--- config.mk ---
export PLATFORM = sky130hd
export DESIGN_NAME = psc_sideband
export DESIGN_NICKNAME = d
export VERILOG_FILES = /design/src/logic/psc_pkg.sv /design/src/logic/psc_sideband.sv
export VERILOG_INCLUDE_DIRS = /design/src /design/src/logic
export SDC_FILE = /design/constraint.sdc
export NUM_CORES = 1
export LEC_CHECK = 0
export BUFFER_PORTS_ARGS = -buffer_cell sky130_fd_sc_hd__buf_4
export CAP_MARGIN = 30
export CELL_PAD_IN_SITES_DETAIL_PLACEMENT = 1
export CELL_PAD_IN_SITES_GLOBAL_PLACEMENT = 1
export CORE_ASPECT_RATIO = 1.25
export CORE_MARGIN = 3
export CORE_UTILIZATION = 51
export DETAILED_ROUTE_END_ITERATION = 8
export HOLD_SLACK_MARGIN = 0.1
export PLACE_DENSITY_LB_ADDON = 0.1
export SYNTH_ARGS = -nofsm -noshare
export SYNTH_HDL_FRONTEND = slang
export SYNTH_SLANG_ARGS = --single-unit
--- constraint.sdc ---
create_clock -name CORE_CLK_I -period 2.8 [get_ports CORE_CLK_I]
set_clock_uncertainty 0.2 [all_clocks]
set_input_delay 0.28 -clock CORE_CLK_I [delete_from_list [all_inputs] [get_ports CORE_CLK_I]]
set_output_delay 0.28 -clock CORE_CLK_I [all_outputs]
set_load 0.01 [all_outputs]
--- src/logic/psc_map.svh ---
// Offsets, field positions, reset values and timing counts of the sideband control block.
`ifndef PSC_MAP_SVH
`define PSC_MAP_SVH

// ---------------------------------------------------------------
// Clock and timing
// ---------------------------------------------------------------
`define PSC_CLK_PERIOD_NS 20
`define PSC_DEBOUNCE_NS 150
`define PSC_DEBOUNCE_CYC ((`PSC_DEBOUNCE_NS + `PSC_CLK_PERIOD_NS - 1) / `PSC_CLK_PERIOD_NS)
`define PSC_OSC_VALID_US 30
`define PSC_OSC_VALID_CYC ((`PSC_OSC_VALID_US * 1000 + `PSC_CLK_PERIOD_NS - 1) / `PSC_CLK_PERIOD_NS)

// ---------------------------------------------------------------
// Positions in the synchronised input vector
// ---------------------------------------------------------------
`define PSC_SYNC_WIDTH 14
`define PSC_POS_VCODE 0
`define PSC_POS_RSEL0 7
`define PSC_POS_RSEL1 8
`define PSC_POS_STBY 9
`define PSC_POS_THERM_N 10
`define PSC_POS_RAILS_OK 11
`define PSC_POS_OSC_OK 12
`define PSC_POS_XTAL 13

// ---------------------------------------------------------------
// Reset values
// ---------------------------------------------------------------
`define PSC_SYNC_RST 14'h0400
`define PSC_STANDBY_RST 1'b1

`endif

--- src/logic/psc_pkg.sv ---
// Types shared by the sideband control block.
package psc_pkg;
  typedef enum logic [1:0] {
    PWR_OFF,
    PWR_WAIT_OSC,
    PWR_GOOD
  } psc_pwr_state_type;
endpackage

--- src/logic/psc_sideband.sv ---
// Sideband control between the power manager, the controller hub and the CPU.
`timescale 1ns/1ps
`default_nettype none
`include "psc_map.svh"

// Notes on behaviour
// - Wake interrupt is a level held until the hub's clearing read.
// - Regulation-done flag rises once a voltage request is decoded.
// - Regulation-done flag falls when the affected rail reaches regulation.
// - Active-low hub hard reset output; hub returns to default while low.
// - Rails-good only while every hub rail is good.
// - Rails-good waits until oscillator supply valid at least 30 us.
// - Standby exit leaves always-on standby and switches configured regulators on.
// - Two rail-select inputs choose core or second rail; debounced 150 ns.
// - Seven-bit voltage code sets selected rail voltage; debounced 150 ns.
// - Crystal oscillator at 32.768 kHz gives a free-running slow clock output.
module psc_sideband
  import psc_pkg::*;
#(
  parameter int DEB_CYC = `PSC_DEBOUNCE_CYC,
  parameter int OSC_CYC = `PSC_OSC_VALID_CYC
)(
  input wire logic CORE_CLK_I,
  input wire logic NRST_I,
  input wire logic WAKE_EVENT_I,
  input wire logic HUB_READ_CLEAR_I,
  output logic HOST_WAKE_INTERRUPT_O,
  input wire logic SERIAL_VREQ_I,
  input wire logic RAIL_REGULATED_I,
  output logic REGULATION_DONE_FLAG_O,
  output logic VREQ_VALID_O,
  output logic [1:0] VREQ_RAIL_SELECT_O,
  output logic [6:0] VREQ_VOLTAGE_CODE_O,
  input wire logic HUB_RESET_REQ_I,
  output logic HUB_HARD_RESET_N_O,
  input wire logic HUB_RAILS_OK_I,
  input wire logic OSCILLATOR_SUPPLY_I,
  output logic RAILS_GOOD_O,
  input wire logic STANDBY_EXIT_REQUEST_I,
  input wire logic STANDBY_ENTER_I,
  output logic ALWAYS_ON_STANDBY_O,
  output logic REGULATOR_SWITCH_ON_O,
  input wire logic THERMAL_TRIP_N_I,
  output logic THERMAL_TRIP_O,
  input wire logic [1:0] RAIL_SELECT_I,
  input wire logic [6:0] VOLTAGE_CODE_I,
  input wire logic CRYSTAL_IN_I,
  output logic CRYSTAL_OUT_O,
  output logic SLOW_CLOCK_OUT_O
);

  localparam int DW = $clog2(DEB_CYC + 1);
  localparam int OW = $clog2(OSC_CYC + 1);
  localparam logic [DW-1:0] DEB_LIM = DW'(DEB_CYC);
  localparam logic [OW-1:0] OSC_LIM = OW'(OSC_CYC);
  localparam logic [`PSC_SYNC_WIDTH-1:0] SYNC_RST = `PSC_SYNC_RST;

  // ---------------------------------------------------------------
  // Input synchronisers
  // ---------------------------------------------------------------
  logic [`PSC_SYNC_WIDTH-1:0] pins;
  logic [`PSC_SYNC_WIDTH-1:0] s1_q;
  logic [`PSC_SYNC_WIDTH-1:0] s2_q;
  logic [`PSC_SYNC_WIDTH-1:0] s3_q;
  logic [`PSC_SYNC_WIDTH-1:0] filt_q;
  logic [`PSC_SYNC_WIDTH-1:0] filt_d;

  assign pins = {CRYSTAL_IN_I, OSCILLATOR_SUPPLY_I, HUB_RAILS_OK_I, THERMAL_TRIP_N_I,
                 STANDBY_EXIT_REQUEST_I, RAIL_SELECT_I, VOLTAGE_CODE_I};

  genvar g;
  generate
    for (g = 0; g < `PSC_SYNC_WIDTH; g++)
    begin : g_sync
      // A change is accepted only once the second and third stages agree.
      always_comb
      begin
        filt_d[g] = (s2_q[g] == s3_q[g]) ? s3_q[g] : filt_q[g];
      end

      always_ff @(posedge CORE_CLK_I or negedge NRST_I)
      begin
        if (!NRST_I)
        begin
          s1_q[g] <= SYNC_RST[g];
          s2_q[g] <= SYNC_RST[g];
          s3_q[g] <= SYNC_RST[g];
          filt_q[g] <= SYNC_RST[g];
        end
        else
        begin
          s1_q[g] <= pins[g];
          s2_q[g] <= s1_q[g];
          s3_q[g] <= s2_q[g];
          filt_q[g] <= filt_d[g];
        end
      end
    end
  endgenerate

  logic [8:0] vid_f;
  assign vid_f = filt_q[`PSC_POS_RSEL1:`PSC_POS_VCODE];

  // ---------------------------------------------------------------
  // Voltage request debounce and regulation handshake
  // ---------------------------------------------------------------
  logic [8:0] vid_last_q;
  logic [8:0] vid_last_d;
  logic [DW-1:0] deb_cnt_q;
  logic [DW-1:0] deb_cnt_d;
  logic vreq_q;
  logic vreq_d;
  logic [8:0] vreq_val_q;
  logic [8:0] vreq_val_d;
  logic vdone_q;
  logic vdone_d;

  always_comb
  begin
    vid_last_d = vid_f;
    deb_cnt_d = deb_cnt_q;
    vreq_d = 1'b0;
    vreq_val_d = vreq_val_q;
    if (vid_f != vid_last_q)
    begin
      deb_cnt_d = '0;
    end
    else if (deb_cnt_q != DEB_LIM)
    begin
      deb_cnt_d = deb_cnt_q + 1'b1;
      if (deb_cnt_q == DEB_LIM - 1'b1)
      begin
        // Whole window stable: take the request once.
        vreq_d = 1'b1;
        vreq_val_d = vid_f;
      end
    end
    vdone_d = vdone_q;
    if (RAIL_REGULATED_I)
    begin
      vdone_d = 1'b0;
    end
    if (SERIAL_VREQ_I || vreq_q)
    begin
      vdone_d = 1'b1;
    end
  end

  always_ff @(posedge CORE_CLK_I or negedge NRST_I)
  begin
    if (!NRST_I)
    begin
      vid_last_q <= 9'h000;
      deb_cnt_q <= '0;
      vreq_q <= 1'b0;
      vreq_val_q <= 9'h000;
      vdone_q <= 1'b0;
    end
    else
    begin
      vid_last_q <= vid_last_d;
      deb_cnt_q <= deb_cnt_d;
      vreq_q <= vreq_d;
      vreq_val_q <= vreq_val_d;
      vdone_q <= vdone_d;
    end
  end

  assign VREQ_VALID_O = vreq_q;
  assign VREQ_RAIL_SELECT_O = vreq_val_q[8:7];
  assign VREQ_VOLTAGE_CODE_O = vreq_val_q[6:0];
  assign REGULATION_DONE_FLAG_O = vdone_q;

  // ---------------------------------------------------------------
  // Power good sequencing and hub reset
  // ---------------------------------------------------------------
  psc_pwr_state_type pwr_q;
  psc_pwr_state_type pwr_d;
  logic [OW-1:0] osc_cnt_q;
  logic [OW-1:0] osc_cnt_d;
  logic hub_rst_n_q;
  logic hub_rst_n_d;
  logic rails_ok;
  logic osc_ok;

  assign rails_ok = filt_q[`PSC_POS_RAILS_OK];
  assign osc_ok = filt_q[`PSC_POS_OSC_OK];

  always_comb
  begin
    pwr_d = pwr_q;
    osc_cnt_d = osc_cnt_q;
    if (!osc_ok)
    begin
      osc_cnt_d = '0;
    end
    else if (osc_cnt_q != OSC_LIM)
    begin
      osc_cnt_d = osc_cnt_q + 1'b1;
    end
    unique case (pwr_q)
      PWR_OFF:
      begin
        if (rails_ok)
        begin
          pwr_d = PWR_WAIT_OSC;
        end
      end
      PWR_WAIT_OSC:
      begin
        if (!rails_ok)
        begin
          pwr_d = PWR_OFF;
        end
        else if (osc_ok && osc_cnt_q == OSC_LIM)
        begin
          pwr_d = PWR_GOOD;
        end
      end
      PWR_GOOD:
      begin
        if (!rails_ok || !osc_ok)
        begin
          pwr_d = PWR_OFF;
        end
      end
      default:
      begin
        pwr_d = PWR_OFF;
      end
    endcase
    // The hub is held in reset until power is good, keeping it off.
    hub_rst_n_d = (pwr_q == PWR_GOOD) && !HUB_RESET_REQ_I;
  end

  always_ff @(posedge CORE_CLK_I or negedge NRST_I)
  begin
    if (!NRST_I)
    begin
      pwr_q <= PWR_OFF;
      osc_cnt_q <= '0;
      hub_rst_n_q <= 1'b0;
    end
    else
    begin
      pwr_q <= pwr_d;
      osc_cnt_q <= osc_cnt_d;
      hub_rst_n_q <= hub_rst_n_d;
    end
  end

  assign RAILS_GOOD_O = (pwr_q == PWR_GOOD);
  assign HUB_HARD_RESET_N_O = hub_rst_n_q;

  // ---------------------------------------------------------------
  // Wake interrupt, standby exit, thermal trip and slow clock
  // ---------------------------------------------------------------
  logic wake_q;
  logic wake_d;
  logic stby_q;
  logic stby_d;
  logic exit_prev_q;
  logic exit_prev_d;
  logic sw_on_q;
  logic sw_on_d;
  logic therm_q;
  logic therm_d;
  logic slow_q;
  logic slow_d;
  logic exit_f;

  assign exit_f = filt_q[`PSC_POS_STBY];

  always_comb
  begin
    wake_d = wake_q;
    if (HUB_READ_CLEAR_I)
    begin
      wake_d = 1'b0;
    end
    if (WAKE_EVENT_I)
    begin
      wake_d = 1'b1;
    end
    exit_prev_d = exit_f;
    sw_on_d = exit_f && !exit_prev_q;
    stby_d = stby_q;
    if (STANDBY_ENTER_I)
    begin
      stby_d = 1'b1;
    end
    if (exit_f && !exit_prev_q)
    begin
      stby_d = 1'b0;
    end
    therm_d = !filt_q[`PSC_POS_THERM_N];
    slow_d = filt_q[`PSC_POS_XTAL];
  end

  always_ff @(posedge CORE_CLK_I or negedge NRST_I)
  begin
    if (!NRST_I)
    begin
      wake_q <= 1'b0;
      stby_q <= `PSC_STANDBY_RST;
      exit_prev_q <= 1'b0;
      sw_on_q <= 1'b0;
      therm_q <= 1'b0;
      slow_q <= 1'b0;
    end
    else
    begin
      wake_q <= wake_d;
      stby_q <= stby_d;
      exit_prev_q <= exit_prev_d;
      sw_on_q <= sw_on_d;
      therm_q <= therm_d;
      slow_q <= slow_d;
    end
  end

  assign HOST_WAKE_INTERRUPT_O = wake_q;
  assign ALWAYS_ON_STANDBY_O = stby_q;
  assign REGULATOR_SWITCH_ON_O = sw_on_q;
  assign THERMAL_TRIP_O = therm_q;
  assign SLOW_CLOCK_OUT_O = slow_q;
  // Inverting amplifier that sustains the crystal.
  assign CRYSTAL_OUT_O = !CRYSTAL_IN_I;
endmodule
`default_nettype wire

# --- Yosys cells after proc, flatten, opt, wreduce, memory -nomap -nowiden ---
# Cells that the tools add are included.
totals:
  elab_cells: 134
  ff_bits: 100
  input_bits: 22
classes:
  bitwise_logic: 1
  muxes: 18
  reduce_logical: 18
  n_addsub: 2
  n_eq_ne: 25
op_table:
  columns: ["op", "count"]
  rows:
  - ["$mux 11", 2]
  - ["$eq 1x1->1", 14]
  - ["$add 11x1->11 const B", 1]
  - ["$eq 11x11->1 const B", 1]
  - ["$ne 11x11->1 const B", 1]
  - ["$mux 1", 9]
  - ["$ne 9x9->1", 1]
  - ["$mux 2", 4]
  - ["$mux 4", 2]
  - ["$reduce_bool 2->1", 4]
  - ["$logic_not 1->1", 6]
  - ["$pmux 2 s3", 1]
  - ["$reduce_and 3->1", 2]
  - ["$add 4x1->4 const B", 1]
  - ["$eq 4x3->1 const B", 1]
  - ["$ne 2x1->1 const B", 2]
  - ["$ne 4x4->1 const B", 1]
  - ["$logic_and 1x1->1", 3]
  - ["$ne 3x3->1 const B", 1]
  - ["$eq 2x1->1 const B", 1]
  - ["$eq 2x2->1 const B", 1]
  - ["$logic_not 2->1", 1]
  - ["$logic_or 1x1->1", 2]
  - ["$ne 2x2->1 const B", 1]
  - ["$not 1->1", 1]

# --- Longest topological paths before layout ---
depth:
  word_depth: 5
  ltp_mapped: 7
  ltp_nobuf: 6

# --- Worst setup path after synthesis ---
# Ideal clock, no wire load.
synth_path:
  kind: "register -> register"
  from: "register filt_q[0]"
  to: "register vreq_val_q[0]"
  stages_incl_launch_ff: 5
  path_buffers: 0
  path_slack_ps: 1062
  synth_period_minus_slack_ps: 1738
  t_arrival_ps: 1413
  path_cell_list: "dfrtp_1 > xor2_1 > nor4_2 > nand3_2 > mux2_2"
synth_via:
  elab_chain_len: 3
synth_lines:
  columns: ["item", "line_no", "rtl"]
  rows:
  - ["start: declaration", "psc_sideband.sv:65", "logic [`PSC_SYNC_WIDTH-1:0] filt_q;"]
  - ["start signal: indexed assignment", "psc_sideband.sv:88", "filt_q[g] <= SYNC_RST[g];"]
  - ["start signal: indexed assignment", "psc_sideband.sv:95", "filt_q[g] <= filt_d[g];"]
  - ["$ne 9x9->1", "psc_sideband.sv:124", "if (vid_f != vid_last_q)"]
  - ["$not 1->1 (no source line)", null, null]
  - ["$reduce_and 3->1 (no source line)", null, null]
  - ["end signal: assignment", "psc_sideband.sv:164", "vreq_val_q <= vreq_val_d;"]
  - ["end: declaration", "psc_sideband.sv:113", "logic [8:0] vreq_val_q;"]
# Parallel ways exist; a longest one is shown, timed or not.
# A chain may end at the register's enable or synchronous reset.

# --- Worst setup path after layout ---
layout_path:
  from: "register filt_q[0]"
  to: "register vreq_val_q[6]"
layout_via:
  elab_chain_len: 3
layout_lines:
  columns: ["item", "line_no"]
  rows:
  - ["$ne 9x9->1", "psc_sideband.sv:124"]
  - ["$not 1->1 (no source line)", null]
  - ["$reduce_and 3->1 (no source line)", null]
# Every way passes these cells.

==> impl_metrics.yaml <==
outcome:
  outcome: "complete, no violations"
clock_tree:
  clock_path_buffers: 2
  h-tree-depth: 3
  cts_root_buf: "clkbuf_8"
  cts_made_buffers: 9
  cts.sinks: 100
  clk_pin_slew_worst_paths_ps: 100
  cts.repair.resized: 0
  clkLatencyLatePin_ps: 360
  tritoncts: "built"
  postCtsSetupBuffers: 0
timing:
  max_freq_ghz: 0.512
  slew_viol_final: 0
  finalWorstSetupSlack_ps: 846
  max-slew-margin-rel_pct: 49.0
  finalSetupViolations: 0
  tightestPinTransition_ps: 765
  rsz0062_at_grt: "false"
  final.min_clock_period_ps: 1950
  fin_setup_tns_ps: 0
  period_share_pct: 69.8
  hold_viol_final: 0
grt:
  grt_overflow: 0
  met2_usage_pct: 36.6
  grt_pass1_vias: 2288
  grt_pass1_wl_mm: 11.5
  grt_antenna_before_repair: 0
  top_usage_layer: "met2"
  met1_usage_pct: 21.6
  use_met3_pct: 3.53
  grt_max_degree: 62
  grt_use_total_pct: 19.8
cells_and_area:
  final_common_cell: "dfrtp_1"
  antennaDiodeCount: 0
  syn2layout_area_growth_pct: 25.3
  drive_above_1_share_pct: 25.0
  fin_nets: 325
  nFillCells: 613
  final_cell_mix: "dfrtp_1 (95), buf_4 (42), dlygate4sd3_1 (21)"
place:
  globalplace.congestion: 0.774
  place_ws_ps: 851
  port_buffers: 40
  hpwl_mm: 3.94
drt:
  ant_nets: 0
  viasPerCell: 5.06
  first_pass_iters: 4
  post_drt_wl_per_cell_um: 17.0
  drc: 0
  first_iter_violations: 56
  dr_total_vias: 1967
  routed_wl_mm: 6.63
floorplanning:
  rows: 32
  core-area_mm2: 0.00633
  initial_core_util_pct: 53.8
  die_w_um: 79.1
  ioPinCount: 41
  die_area_mm2: 0.00770
  fp.dieH_um: 97.4
logic_synthesis:
  postSynthCellCount: 226
  syn_avg_cell_area_um2: 15.1
  ys_warn_count: 0
  ys_top_cells_by_area: "dfrtp_1 (70%), maj3_1 (4.1%), dfstp_2 (3.9%)"
  ys_seq_elements: 100
  syn-num-nets: 252
  yosys.area.top_type_share_pct: 69.8
  ys_seq_area_share_pct: 73.7
  syn_area_mm2: 0.00341
  netlist-cell-type-count: 33
  yosysTopAreaCell: "dfrtp_1"
power:
  p_leak_uw: 0.00199
  power_density_mw_per_mm2: 646
  ir_worst_vdd_mv: 0.361
critical_path:
  path_max_fanout: 9
  cp-start-kind: "flip-flop"
  crit_required_ps: 2850
  arrival_ps: 2000
  cp-end-kind: "flip-flop"
  path_class: "reg -> reg"
flow_run:
  cap_violations: 0
hold_path:
  hold_class: "reg -> reg"
-- final cells by class --
cell class	count	area (um^2)	area share, %
clock buffer	10	138	3.22
clock inverter	6	81.3	1.91
inverter	11	41.3	0.967
multi-input combinational	113	847	19.8
sequential	100	2510	58.8
tap	85	106	2.49
timing repair buffer	64	546	12.8
-- sequential cells by signal, summed over array words and instances, names as in the netlist, 2 cells and up --
| register | count |
|---|---|
| vreq_val_q | 9 |
| vid_last_q | 9 |
| filt_q | 10 |
| s2_q | 14 |
| s3_q | 14 |
| pwr_q | 2 |
| osc_cnt_q | 11 |
| deb_cnt_q | 4 |
| s1_q | 14 |
-- metal layers --
layer  wire length [um]  vias up
met3                146       13
met4                177        0
met1               2500     1022
li1                   -      898
met5                  0        -
met2               3800       34
-- what timing repair did --
| action | in CTS | in global routing |
|---|---|---|
| hold buffers | 21 | 0 |
| hold endpoints to repair | 71 | 0 |
| endpoints found under the setup margin | 0 | 0 |
-- cell families (layout without fill, tap and decap cells) --
family	Yosys count	after routing	synth area share, %
AO/OA/AOI/OAI	15	15	2.72
XOR/XNOR	18	18	4.63
multiplexers	10	10	3.27
flip-flops	100	100	73.7
AND/OR/NAND/NOR	52	52	8.67
buffers and inverters	13	91	1.47
adder cells (fa/ha/maj)	18	18	5.58
-- stage by stage --
stage	power [uW]	util [%]	std cells	instance area (um^2)	hold WS (ps)
floorplan	1680	-	226	3410	-216
global placement	1770	60.7	352	3840	132
detailed placement	1780	60.7	352	3840	137
CTS	2770	67.5	389	4270	155
global route	2900	67.5	389	4270	170
finish	2760	67.5	389	4270	155
-- synthesized netlist by cell type, drive strengths merged --
| master | instances |
|---|---|
| a21o | 1 |
| a21boi | 1 |
| a311oi | 2 |
| nor3 | 5 |
| xor2 | 13 |
| nor2 | 10 |
| and2 | 7 |
| or3 | 1 |
| clkbuf | 1 |
| o21a | 1 |
| ha | 4 |
| xnor2 | 5 |
| o21ai | 5 |
| nand2b | 2 |
| a21oi | 3 |
| a31oi | 2 |
| nand2 | 7 |
| nand3 | 6 |
| mux2i | 1 |
| and3 | 3 |
| and4 | 2 |
| inv | 11 |
| nor2b | 2 |
| nor4 | 1 |
| buf | 1 |
| dfrtp | 95 |
| dfstp | 5 |
| mux2 | 9 |
| maj3 | 14 |
| nand3b | 3 |
| nand4 | 2 |
| and4bb | 1 |
-- final timing paths --
kind                            endpoint  startpoint  depth (start not counted)  slack (ps)
min                              s2_q[8]     s1_q[8]                          0         150
max reg2reg                vreq_val_q[6]   filt_q[0]                          4         850
max in group asynchronous        s1_q[9]      NRST_I                          3        1400
min in group asynchronous    exit_prev_q      NRST_I                          2         340
min reg2reg                      s2_q[8]     s1_q[8]                          0         150
max                        vreq_val_q[6]   filt_q[0]                          4         850
-- critical path: stages (launching register included) --
cell,delay (ps)
dfrtp_1,440
xor2_1,180
nor4_2,350
nand3_2,310
mux2_2,360
-- where the power goes --
part / switching, uW / leakage [uW] / internal [uW]
Combinational: 94.3 / 0.000657 / 98.8
Sequential: 61.7 / 0.00122 / 1530
Clock: 518 / 0.000110 / 455
Note: power is estimated with default switching activity, not from simulation.
